$ cat config.mk
export PLATFORM = sky130hd
export DESIGN_NAME = reset_source_combiner
export DESIGN_NICKNAME = d
export VERILOG_FILES = /design/src/pkg/rsc_pkg.sv /design/src/reset_source_combiner.sv /design/src/rsc_sync.sv
export SDC_FILE = /design/constraint.sdc
export NUM_CORES = 1
export LEC_CHECK = 0
export ABC_AREA = 1
export BUFFER_PORTS_ARGS = -buffer_cell sky130_fd_sc_hd__buf_2
export CAP_MARGIN = 20
export CORE_MARGIN = 1.5
export CORE_UTILIZATION = 29
export CTS_CLUSTER_SIZE = 25
export DETAILED_ROUTE_END_ITERATION = 16
export GPL_ROUTABILITY_DRIVEN = 0
export HOLD_SLACK_MARGIN = 0.1
export PLACE_DENSITY = 0.55
export SETUP_SLACK_MARGIN = 0.3
export SYNTH_ARGS = -nofsm -noshare
export SYNTH_HDL_FRONTEND = slang
export SYNTH_SLANG_ARGS = --single-unit
$ cat constraint.sdc
create_clock -name clk -period 3.72 [get_ports clk]
set_input_delay 0.744 -clock clk [delete_from_list [all_inputs] [get_ports clk]]
set_output_delay 0.744 -clock clk [all_outputs]
set_load 0.01 [all_outputs]
$ cat src/pkg/rsc_pkg.sv
// constants shared by the reset source combiner: register map, field
// positions, reset values and timing.
// assumes a 25 MHz system clock and a 32-bit classic Wishbone slave port.
package rsc_pkg;

   // ----------------------------------------------------------------
   // register map (byte addresses, one aligned word each)
   // ----------------------------------------------------------------
   localparam logic [7:0]  RSC_ADR_CAUSE    = 8'h00; // reset_cause_status
   localparam logic [7:0]  RSC_ADR_IRQMASK  = 8'h04; // interrupt mask
   localparam logic [7:0]  RSC_ADR_IRQSTAT  = 8'h08; // interrupt status, w1c
   localparam int          RSC_ADR_W        = 8;

   // ----------------------------------------------------------------
   // reset source / flag bit positions
   // ----------------------------------------------------------------
   localparam int          RSC_NSRC         = 8;
   localparam int          RSC_BIT_POR      = 0;  // power-on flag
   localparam int          RSC_BIT_BOR      = 1;  // brown_out_flag
   localparam int          RSC_BIT_EXT      = 2;  // external_clear_pin flag
   localparam int          RSC_BIT_SW       = 3;  // software_reset_flag
   localparam int          RSC_BIT_WDT      = 4;  // watchdog_timeout_flag
   localparam int          RSC_BIT_CM       = 5;  // config_mismatch_flag
   localparam int          RSC_BIT_TRAP     = 6;  // trap_conflict_flag
   localparam int          RSC_BIT_ILL      = 7;  // illegal_condition_flag
   localparam int          RSC_BIT_SWDT     = 8;  // soft_watchdog_enable
   localparam int          RSC_CAUSE_W      = 16;

   // ----------------------------------------------------------------
   // values after reset
   // ----------------------------------------------------------------
   localparam logic [15:0] RSC_CAUSE_POR    = 16'h0001; // only the power-on flag
   localparam logic [7:0]  RSC_MASK_RST     = 8'h00;
   localparam logic [2:0]  RSC_SYNC_INIT    = 3'h4;     // ext clear pin idles high

   // ----------------------------------------------------------------
   // timing: least hold of the master reset after the last source ends
   // ----------------------------------------------------------------
   localparam int          RSC_CLK_NS       = 40;
   localparam int          RSC_HOLD_NS      = 1000;
   localparam int          RSC_HOLD_CYC     = (RSC_HOLD_NS + RSC_CLK_NS - 1) / RSC_CLK_NS;
   localparam int          RSC_HOLD_W       = $clog2(RSC_HOLD_CYC + 1);
   localparam logic [1:0]  RSC_STRAP_CYC    = 2'h3; // strap samples after nrst, last one valid

endpackage

$ cat src/reset_source_combiner.sv
// reset source combiner: merges all reset sources into one master system
// reset, records the cause in a status register and raises an interrupt.
// assumes power-on, brown-out, pin and strap inputs are asynchronous;
// the remaining sources come from logic on clk. registers are reached
// over a 32-bit classic Wishbone slave.
//
// Local design decisions: the Wishbone slave port and the address map.
`timescale 1ns/1ps
`default_nettype none

module reset_source_combiner
   import rsc_pkg::*;
#(
   parameter int HOLD_CYC = RSC_HOLD_CYC
) (
   input  wire logic        clk,                // system clock, 25 MHz
   input  wire logic        nrst,               // synchronous reset, active low
   input  wire logic        powerOnReq,         // power-on detector, async
   input  wire logic        brownOutReq,        // brown-out detector, async
   input  wire logic        externalClearPinN,  // external clear pin, async, low active
   input  wire logic        softwareResetReq,   // reset instruction executed
   input  wire logic        watchdogTimeoutReq, // watchdog timed out
   input  wire logic        configMismatchReq,  // configuration mismatch
   input  wire logic        trapConflictReq,    // trap conflict
   input  wire logic        illegalCondReq,     // illegal opcode / W reg / security
   input  wire logic        nvWatchdogEnable,   // nonvolatile strap, async
   input  wire logic        cyc_i,              // wishbone cycle
   input  wire logic        stb_i,              // wishbone strobe
   input  wire logic        we_i,               // wishbone write enable
   input  wire logic [7:0]  adr_i,              // wishbone byte address
   input  wire logic [31:0] dat_i,              // wishbone write data
   input  wire logic [3:0]  sel_i,              // wishbone byte select
   output logic      [31:0] dat_o,              // wishbone read data
   output logic             ack_o,              // wishbone acknowledge
   output logic             masterSystemReset,  // master reset, high active
   output logic             watchdogEnable,     // watchdog run enable
   output logic             irq                 // level interrupt
);

   typedef struct packed {
      logic [RSC_CAUSE_W-1:0] cause;
      logic [RSC_NSRC-1:0]    irqStat;
      logic [RSC_NSRC-1:0]    irqMask;
      logic [RSC_NSRC-1:0]    prev;
      logic [RSC_HOLD_W-1:0]  holdCnt;
      logic                   master_system_reset;
      logic                   wdtEn;
      logic                   irqOut;
      logic                   ack;
      logic [31:0]            rdata;
      logic                   nvWdt;
      logic [1:0]             strapWait;
   } rsc_state_t;

   rsc_state_t st_r;
   rsc_state_t st_nxt;

   logic [2:0]           asyncSync;
   logic [RSC_NSRC-1:0]  src;
   logic [RSC_NSRC-1:0]  rise;
   logic                 anySrc;
   logic                 busReq;
   logic                 wrCause;
   logic                 wrMask;
   logic                 wrStat;
   logic [15:0]          wrMask16;

   // ----------------------------------------------------------------
   // synchronise the asynchronous levels
   // ----------------------------------------------------------------
   // order: {ext pin, strap, brown-out}; power-on is handled separately
   logic       porSync;

   rsc_sync #(
      .W    (3),
      .INIT (RSC_SYNC_INIT)
   ) u_sync_async (
      .clk  (clk),
      .nrst (nrst),
      .din  ({externalClearPinN, nvWatchdogEnable, brownOutReq}),
      .dout (asyncSync)
   );

   rsc_sync #(
      .W    (1),
      .INIT (1'h0)
   ) u_sync_por (
      .clk  (clk),
      .nrst (nrst),
      .din  (powerOnReq),
      .dout (porSync)
   );

   // ----------------------------------------------------------------
   // source vector and edge detection
   // ----------------------------------------------------------------
   // one bit per reset type, in flag order
   always_comb begin
      src               = '0;
      src[RSC_BIT_POR]  = porSync;
      src[RSC_BIT_BOR]  = asyncSync[0];
      src[RSC_BIT_EXT]  = ~asyncSync[2];
      src[RSC_BIT_SW]   = softwareResetReq;
      src[RSC_BIT_WDT]  = watchdogTimeoutReq;
      src[RSC_BIT_CM]   = configMismatchReq;
      src[RSC_BIT_TRAP] = trapConflictReq;
      src[RSC_BIT_ILL]  = illegalCondReq;
   end

   // a cause is caught on the first active cycle of its source
   assign rise   = src & ~st_r.prev;
   assign anySrc = |src;

   // ----------------------------------------------------------------
   // bus decode
   // ----------------------------------------------------------------
   assign busReq   = cyc_i && stb_i && !st_r.ack;
   assign wrCause  = busReq && we_i && (adr_i == RSC_ADR_CAUSE);
   assign wrMask   = busReq && we_i && (adr_i == RSC_ADR_IRQMASK);
   assign wrStat   = busReq && we_i && (adr_i == RSC_ADR_IRQSTAT);
   assign wrMask16 = {{8{sel_i[1]}}, {8{sel_i[0]}}};

   // ----------------------------------------------------------------
   // next state
   // ----------------------------------------------------------------
   always_comb begin
      st_nxt      = st_r;
      st_nxt.prev = src;
      st_nxt.ack  = busReq;

      // software writes are plain status updates, no reset path
      if (wrCause) begin
         st_nxt.cause = (st_r.cause & ~wrMask16) | (dat_i[15:0] & wrMask16);
      end
      if (wrMask && sel_i[0]) begin
         st_nxt.irqMask = dat_i[7:0];
      end

      // interrupt status: write one to clear, a new event wins
      if (wrStat && sel_i[0]) begin
         st_nxt.irqStat = st_r.irqStat & ~dat_i[7:0];
      end
      st_nxt.irqStat = st_nxt.irqStat | rise;

      // hardware sets the cause flag of each new reset, over any write
      st_nxt.cause[RSC_NSRC-1:0] = st_nxt.cause[RSC_NSRC-1:0] | rise;

      // power-on leaves only its own flag and clears the watchdog bit as well
      if (src[RSC_BIT_POR]) begin
         st_nxt.cause = RSC_CAUSE_POR;
      end

      // hold the master reset until all sources end plus the hold time
      if (anySrc) begin
         st_nxt.holdCnt = RSC_HOLD_W'(HOLD_CYC);
      end else if (st_r.holdCnt != '0) begin
         st_nxt.holdCnt = st_r.holdCnt - RSC_HOLD_W'(1);
      end
      st_nxt.master_system_reset = anySrc || (st_r.holdCnt > RSC_HOLD_W'(1));

      // master reset forces the mask and soft enable, flags are kept
      if (st_r.master_system_reset) begin
         st_nxt.irqMask                 = RSC_MASK_RST;
         st_nxt.cause[RSC_BIT_SWDT]     = 1'b0;
      end

      // strap is sampled while the synchroniser refills after nrst;
      // its first outputs are the reset value, only the last sample counts
      if (st_r.strapWait != RSC_STRAP_CYC) begin
         st_nxt.nvWdt     = asyncSync[1];
         st_nxt.strapWait = st_r.strapWait + 2'h1;
      end

      // nonvolatile enable overrides the soft enable
      st_nxt.wdtEn  = st_nxt.nvWdt || st_nxt.cause[RSC_BIT_SWDT];
      st_nxt.irqOut = |(st_nxt.irqStat & st_nxt.irqMask);

      // read data, unmapped addresses read zero
      st_nxt.rdata = '0;
      if (busReq && !we_i) begin
         case (adr_i)
            RSC_ADR_CAUSE:   st_nxt.rdata = {16'h0000, st_r.cause};
            RSC_ADR_IRQMASK: st_nxt.rdata = {24'h000000, st_r.irqMask};
            RSC_ADR_IRQSTAT: st_nxt.rdata = {24'h000000, st_r.irqStat};
            default:         st_nxt.rdata = '0;
         endcase
      end
   end

   // ----------------------------------------------------------------
   // state register
   // ----------------------------------------------------------------
   always_ff @(posedge clk) begin
      if (!nrst) begin
         st_r            <= '0;
         st_r.cause      <= RSC_CAUSE_POR;
         st_r.irqMask    <= RSC_MASK_RST;
         st_r.master_system_reset     <= 1'b1;
         st_r.holdCnt    <= RSC_HOLD_W'(HOLD_CYC);
      end else begin
         st_r <= st_nxt;
      end
   end

   // ----------------------------------------------------------------
   // outputs straight from the state register
   // ----------------------------------------------------------------
   assign dat_o             = st_r.rdata;
   assign ack_o             = st_r.ack;
   assign masterSystemReset = st_r.master_system_reset;
   assign watchdogEnable    = st_r.wdtEn;
   assign irq               = st_r.irqOut;

   // last cycle after a source ends at which the reset must still stand
   localparam int HOLD_LAST = HOLD_CYC - 1;
endmodule
`default_nettype wire

$ cat src/rsc_sync.sv
// two flip-flop synchroniser for asynchronous level inputs.
// assumes the inputs are quasi-static levels; no pulse shorter than
// one clock period is guaranteed to pass.
`timescale 1ns/1ps
`default_nettype none
module rsc_sync
   import rsc_pkg::*;
#(
   parameter int            W    = 3,
   parameter logic [W-1:0]  INIT = '0
) (
   input  wire logic          clk,   // system clock
   input  wire logic          nrst,  // synchronous reset, active low
   input  wire logic [W-1:0]  din,   // asynchronous levels
   output logic      [W-1:0]  dout   // synchronised levels
);

   typedef struct packed {
      logic [W-1:0] s1;
      logic [W-1:0] s2;
   } rsc_sync_t;

   rsc_sync_t st_r;
   rsc_sync_t st_nxt;

   // ----------------------------------------------------------------
   // two stages per bit, first stage feeds only the second
   // ----------------------------------------------------------------
   always_comb begin
      st_nxt    = st_r;
      st_nxt.s1 = din;
      st_nxt.s2 = st_r.s1;
   end

   always_ff @(posedge clk) begin
      if (!nrst) begin
         st_r <= {INIT, INIT};
      end else begin
         st_r <= st_nxt;
      end
   end

   assign dout = st_r.s2;

endmodule
`default_nettype wire

After elaboration in Yosys (flattened, before gate mapping)
Cells that the tools add are included.
{ "classes": {"add_sub_neg": 2, "magnitude_cmp": 1, "eq_ne": 3, "mux": 8, "n_bitwise": 13, "n_reduce_logical": 20} }
{ "ops": {"columns": ["operator", "n"], "rows": [
  ["case mux 16 bit (3 select lines)", 1],
  ["AND 16 bit", 2],
  ["AND 8 bit", 3],
  ["2-to-1 mux 8 bit", 3],
  ["2-to-1 mux 9 bit", 2],
  ["NOT 16 bit", 1],
  ["NOT 8 bit", 2],
  ["OR 16 bit", 1],
  ["OR 8 bit", 2],
  ["OR reduction 8 bit", 2],
  ["logical AND 1 bit", 9],
  ["OR reduction 9 bit", 1],
  ["== test 8 x 3 -> 1 bit, second input constant", 1],
  ["== test 8 x 4 -> 1 bit, second input constant", 1],
  ["zero test 8 bit", 1],
  ["greater-than comparator 5 x 1 -> 1 bit, second input constant", 1],
  ["nonzero test 5 bit", 1],
  ["subtractor 5 x 1 -> 5 bit, second input constant", 1],
  ["2-to-1 mux 3 bit", 1],
  ["adder 2 x 1 -> 2 bit, second input constant", 1],
  ["zero test 1 bit", 2],
  ["logical OR 1 bit", 2],
  ["!= test 2 bit, second input constant", 1],
  ["NOT 1 bit", 2],
  ["3 further kinds", 3]
]} }
{ "totals": {"register_bits": 92, "inputBits": 58, "out_inout_bits": 36, "wordCells": 65} }

Longest topological paths before layout
{ "depth": {"word_depth": 9, "depth_mapped": 12, "ltp_nobuf": 12} }

Hierarchy
From an unflattened synthesis, not the netlist that was laid out.
{ "hier_totals": {"hier_cells": 457, "hier_area_um2": 3422.0} }
{ "by_module_without_submodules": {"columns": ["module", "instances", "cells_per_inst", "area_each_um2", "seq_area_each_um2"], "rows": [
  ["reset_source_combiner", 1, 433, 3201.8, 1361.3],
  ["rsc_sync (u_sync_async)", 1, 18, 165.2, 120.1],
  ["rsc_sync (u_sync_por)", 1, 6, 55.1, 40.0]
]} }

Worst setup path after synthesis
No wires, ideal clock.
{ "synth_path": {"kind": "input to register", "start": "in adr_i[5]", "end": "reg st_r[70] (netlist name)", "setup_ps": 109, "arrival_time_ps": 1731, "t_required_ps": 3611, "slack_ps": 1881, "cell_stages": 11, "n_path_buf": 1, "cell_sequence": "nor2_1 > nand2_1 > inv_2 > nand4_1 > buf_4 > nor2_8 > inv_2 > nand2_1 > nand3_1 > nand2_1 > inv_1"} }
{ "synth_between": {"elab_chain_len": 4} }
{ "synth_rtl": {"columns": ["item", "line", "rtl"], "rows": [
  ["start, declared", "reset_source_combiner.sv:30", "input wire logic [7:0] adr_i,"],
  ["zero test 8 bit", "reset_source_combiner.sv:118", "assign wrCause = busReq && we_i && (adr_i == RSC_ADR_CAUSE);"],
  ["logical AND 1 bit", "reset_source_combiner.sv:118", null],
  ["2-to-1 mux 9 bit", "reset_source_combiner.sv:132", "if (wrCause) begin"],
  ["OR 8 bit", "reset_source_combiner.sv:146", "st_nxt.cause[RSC_NSRC-1:0] = st_nxt.cause[RSC_NSRC-1:0] | rise;"],
  ["end signal, assigned", "reset_source_combiner.sv:201", "st_r <= st_nxt;"],
  ["end, declared", "reset_source_combiner.sv:55", "rsc_state_t st_r;"]
]} }
No other way between the ends.
A chain may end at the register's enable or synchronous reset.

Worst setup path in the final report
{ "layout_path": {"start": "in nrst", "end": "reg st_r[43] (netlist name)"} }
{ "layout_between": {"elab_chain_len": 2} }
{ "layout_rtl": {"columns": ["item", "line", "rtl"], "rows": [
  ["start, declared", "reset_source_combiner.sv:17", "input wire logic nrst,"],
  ["NOT 1 bit (no line)", null, null],
  ["OR reduction 9 bit (no line)", null, null]
]} }
No other way between the ends.

==> results.ini <==
[finish]
fillers=1217
stdcell_count=644
layout_commonest_cell=nand2_1
layout-drive-gt1-share_pct=20.16
final_nets=557
final_cell_mix=nand2_1 (105), dfxtp_1 (76), inv_1 (67), buf_2 (59), nor2_1 (47)
antenna_cells=0
synthToLayoutAreaGrowth_pct=16.82

[route]
ant_nets=0
via_count=2679
drc=0
wirelength_mm=7.382
first_pass_iters=4
drt-wirelength-per-cell_um=11.46
drt_iter0_drc=129
via_per_inst=4.160

[floorplanning]
die_area_um2=12300
rows=39
die_w_um=110.9
core_area_um2=11370
ios=94
start_util_pct=29.70
fp.dieH_um=110.9

[pwr]
power_mw=1.868
netSwitchingFraction_pct=22.82
leakagePower_nw=1.922
internal_power_mw=1.442
sequentialPowerShare_pct=45.7
ir_drop_uv=217.1
pwr-share-clk_pct=47.9
comb_power_share_pct=6.4
p_per_area_nw_per_um2=473.6
p_sw_mw=0.4263

[timing]
timing.final.crit_share_pct=58.99
period_minus_slack_ns=2.194
drv_slew=0
tns_ns=0
slew_headroom_pct=57.77
hold_viol=0
hold_ws_ns=0.4110
rsz0062_at_grt=no
finClkSkew_ns=0.006602
max_freq_mhz=455.7
worst_slew_pin_slew_ns=0.6327
setup-violations-final=0

[placed_design]
dp_hpwl_mm=5.357
dpl.cell_count=628
port_buffers=59

[clock_tree]
cts_resized=0
clk_pin_slew_ns=0.06
hold_buffers=0
clk-insertion-delay-late_ns=0.34
postCtsSetupBuffers=0
cts.sink_count=76
numCtsBuffers=9
cts_tree=done
ctsLongestPathBuffers=2
cts_root_buf=clkbuf_16
cts_max_level=3

[yosys]
synth_area_per_cell_um2=7.521
yosysUniqueCellTypes=36
synth_edf_count=0
syn-cell-area_um2=3377
ys_seq_elements=76
yosysWarningCount=0
synth_cells=449
synth_top_area_cell=dfxtp_1
synthTopCellsByArea=dfxtp_1 (45%), nand2_1 (12%), buf_4 (7.8%), inv_1 (7.4%), nor2_1 (5.2%)
ys.flop_type=dfxtp_1
yosysTopAreaCellShare_pct=45.05
ys_seq_area_share_pct=45.05
synth-async-reset-ratio_pct=0

[global_routing]
grt_pass1_vias=2617
grt_max_degree=26
antenna_found_initial=0
grt_pass1_wl_mm=12.15
grt_util_all_layers_pct=12.76
overflow=0

[setup_path]
critPathMaxStageDelay_ns=0.51
cp_data_required_time_ns=3.94
start_kind=input pin
worstSetupPathType=in2reg
crit_arrival_ns=2.42
slowest_stage=nor2_1
critPathCaptureType=flop
cp_max_fo=25
crit_chain=buf_2 -> inv_2 -> nor2_1 -> nand4_1 -> inv_1 -> nand4_1 -> inv_1 -> o21ai_0

[worst_hold_path]
min_path_type=reg2reg

[run]
drv_cap=0

[outcome]
status=finished clean

## power groups by stage
stage	clock network (mW)	registers [mW]	logic (mW)
6_report	0.895	0.854	0.120
4_1_cts	0.923	0.854	0.121
3_3_place_gp	0	0.871	0.118
2_1_floorplan	0	0.869	0.0878
3_5_place_dp	0	0.872	0.121
5_1_grt	0.957	0.855	0.140
## per-stage QoR
stage / util (%) / setup slack [ns] / area, µm²
after floorplan: - / 1.881 / 3433
after global placement: 31.95 / 1.143 / 3632
after detailed placement: 31.95 / 1.077 / 3632
after CTS: 34.70 / 1.451 / 3945
after global routing: 34.70 / 1.298 / 3945
final: 34.70 / 1.526 / 3945
## cell usage after synthesis, types with 2 or more instances
cell type    n
clkbuf_1     3
o21ai_1      2
nand3_1     20
nand3b_1     2
dfxtp_1     76
nand2_2      2
nand3_2      2
nor2_2       4
inv_2        7
nor2_8       2
a211oi_1     6
nor2_1      47
nand2_1    105
buf_4       35
a21oi_1     15
nand4_1      5
a31oi_1      6
nor3_1      15
inv_1       67
or2_2        3
o21ai_0      8
ha_1         3
## layout make-up
cell class	count	area, µm²	share of cell area (%)
repair buffers	61	310.3	7.866
clock inverters	5	60.06	1.522
flip-flops and latches	76	1521	38.57
clock buffers	11	252.7	6.407
multi-input cells	274	1344	34.06
inverters	74	277.8	7.041
well taps	143	178.9	4.535
## routing by layer
metal | part of all wire, % | vias up | track usage, %
met2 | 47 | 68 | 20.53
met1 | 44 | 1155 | 14.66
li1 | - | 1443 | -
met4 | 3.1 | 0 | 7.607
met5 | 0 | - | 0
met3 | 6.2 | 13 | 4.319
## logic make-up after synthesis
group | after synthesis | share of synthesized area, %
and+or+nand+nor | 210 | 28.23
DFF | 76 | 45.05
adders and majority gates | 3 | 1.112
xor gates and xnor gates | 2 | 0.5188
muxes | 1 | 0.2964
other | 1 | 0.1110
AOI/OAI and AO/OA | 42 | 7.855
buffers and inverters | 114 | 16.82
## registers in the layout, summed over array words and instances, names as in the netlist, named ones only
name	cells
u_sync_por.dout	1
u_sync_async.dout	3
irq	1
u_sync_async.st_nxt	3
masterSystemReset	1
u_sync_por.st_nxt	1
st_r	41
dat_o	16
ack_o	1
watchdogEnable	1
## worst max-delay path: cells and delay by family
| family | cells | cell delay [ns] |
|---|---|---|
| buffers and inverters | 4 | 0.78 |
| and+or+nand+nor | 3 | 0.79 |
| AOI/OAI and AO/OA | 1 | 0.09 |
## path summary, 6_finish.rpt
path                                        startpoint              endpoint  slack (ns)  depth (start not counted)
worst min-delay path            u_sync_async.st_nxt[2]  u_sync_async.dout[2]        0.41                          1
worst max register to register                   ack_o                   irq        1.88                         10
worst max-delay path                              nrst              st_r[43]        1.53                          8
worst min register to register  u_sync_async.st_nxt[2]  u_sync_async.dout[2]        0.41                          1
(Power assumes the default switching activity.)
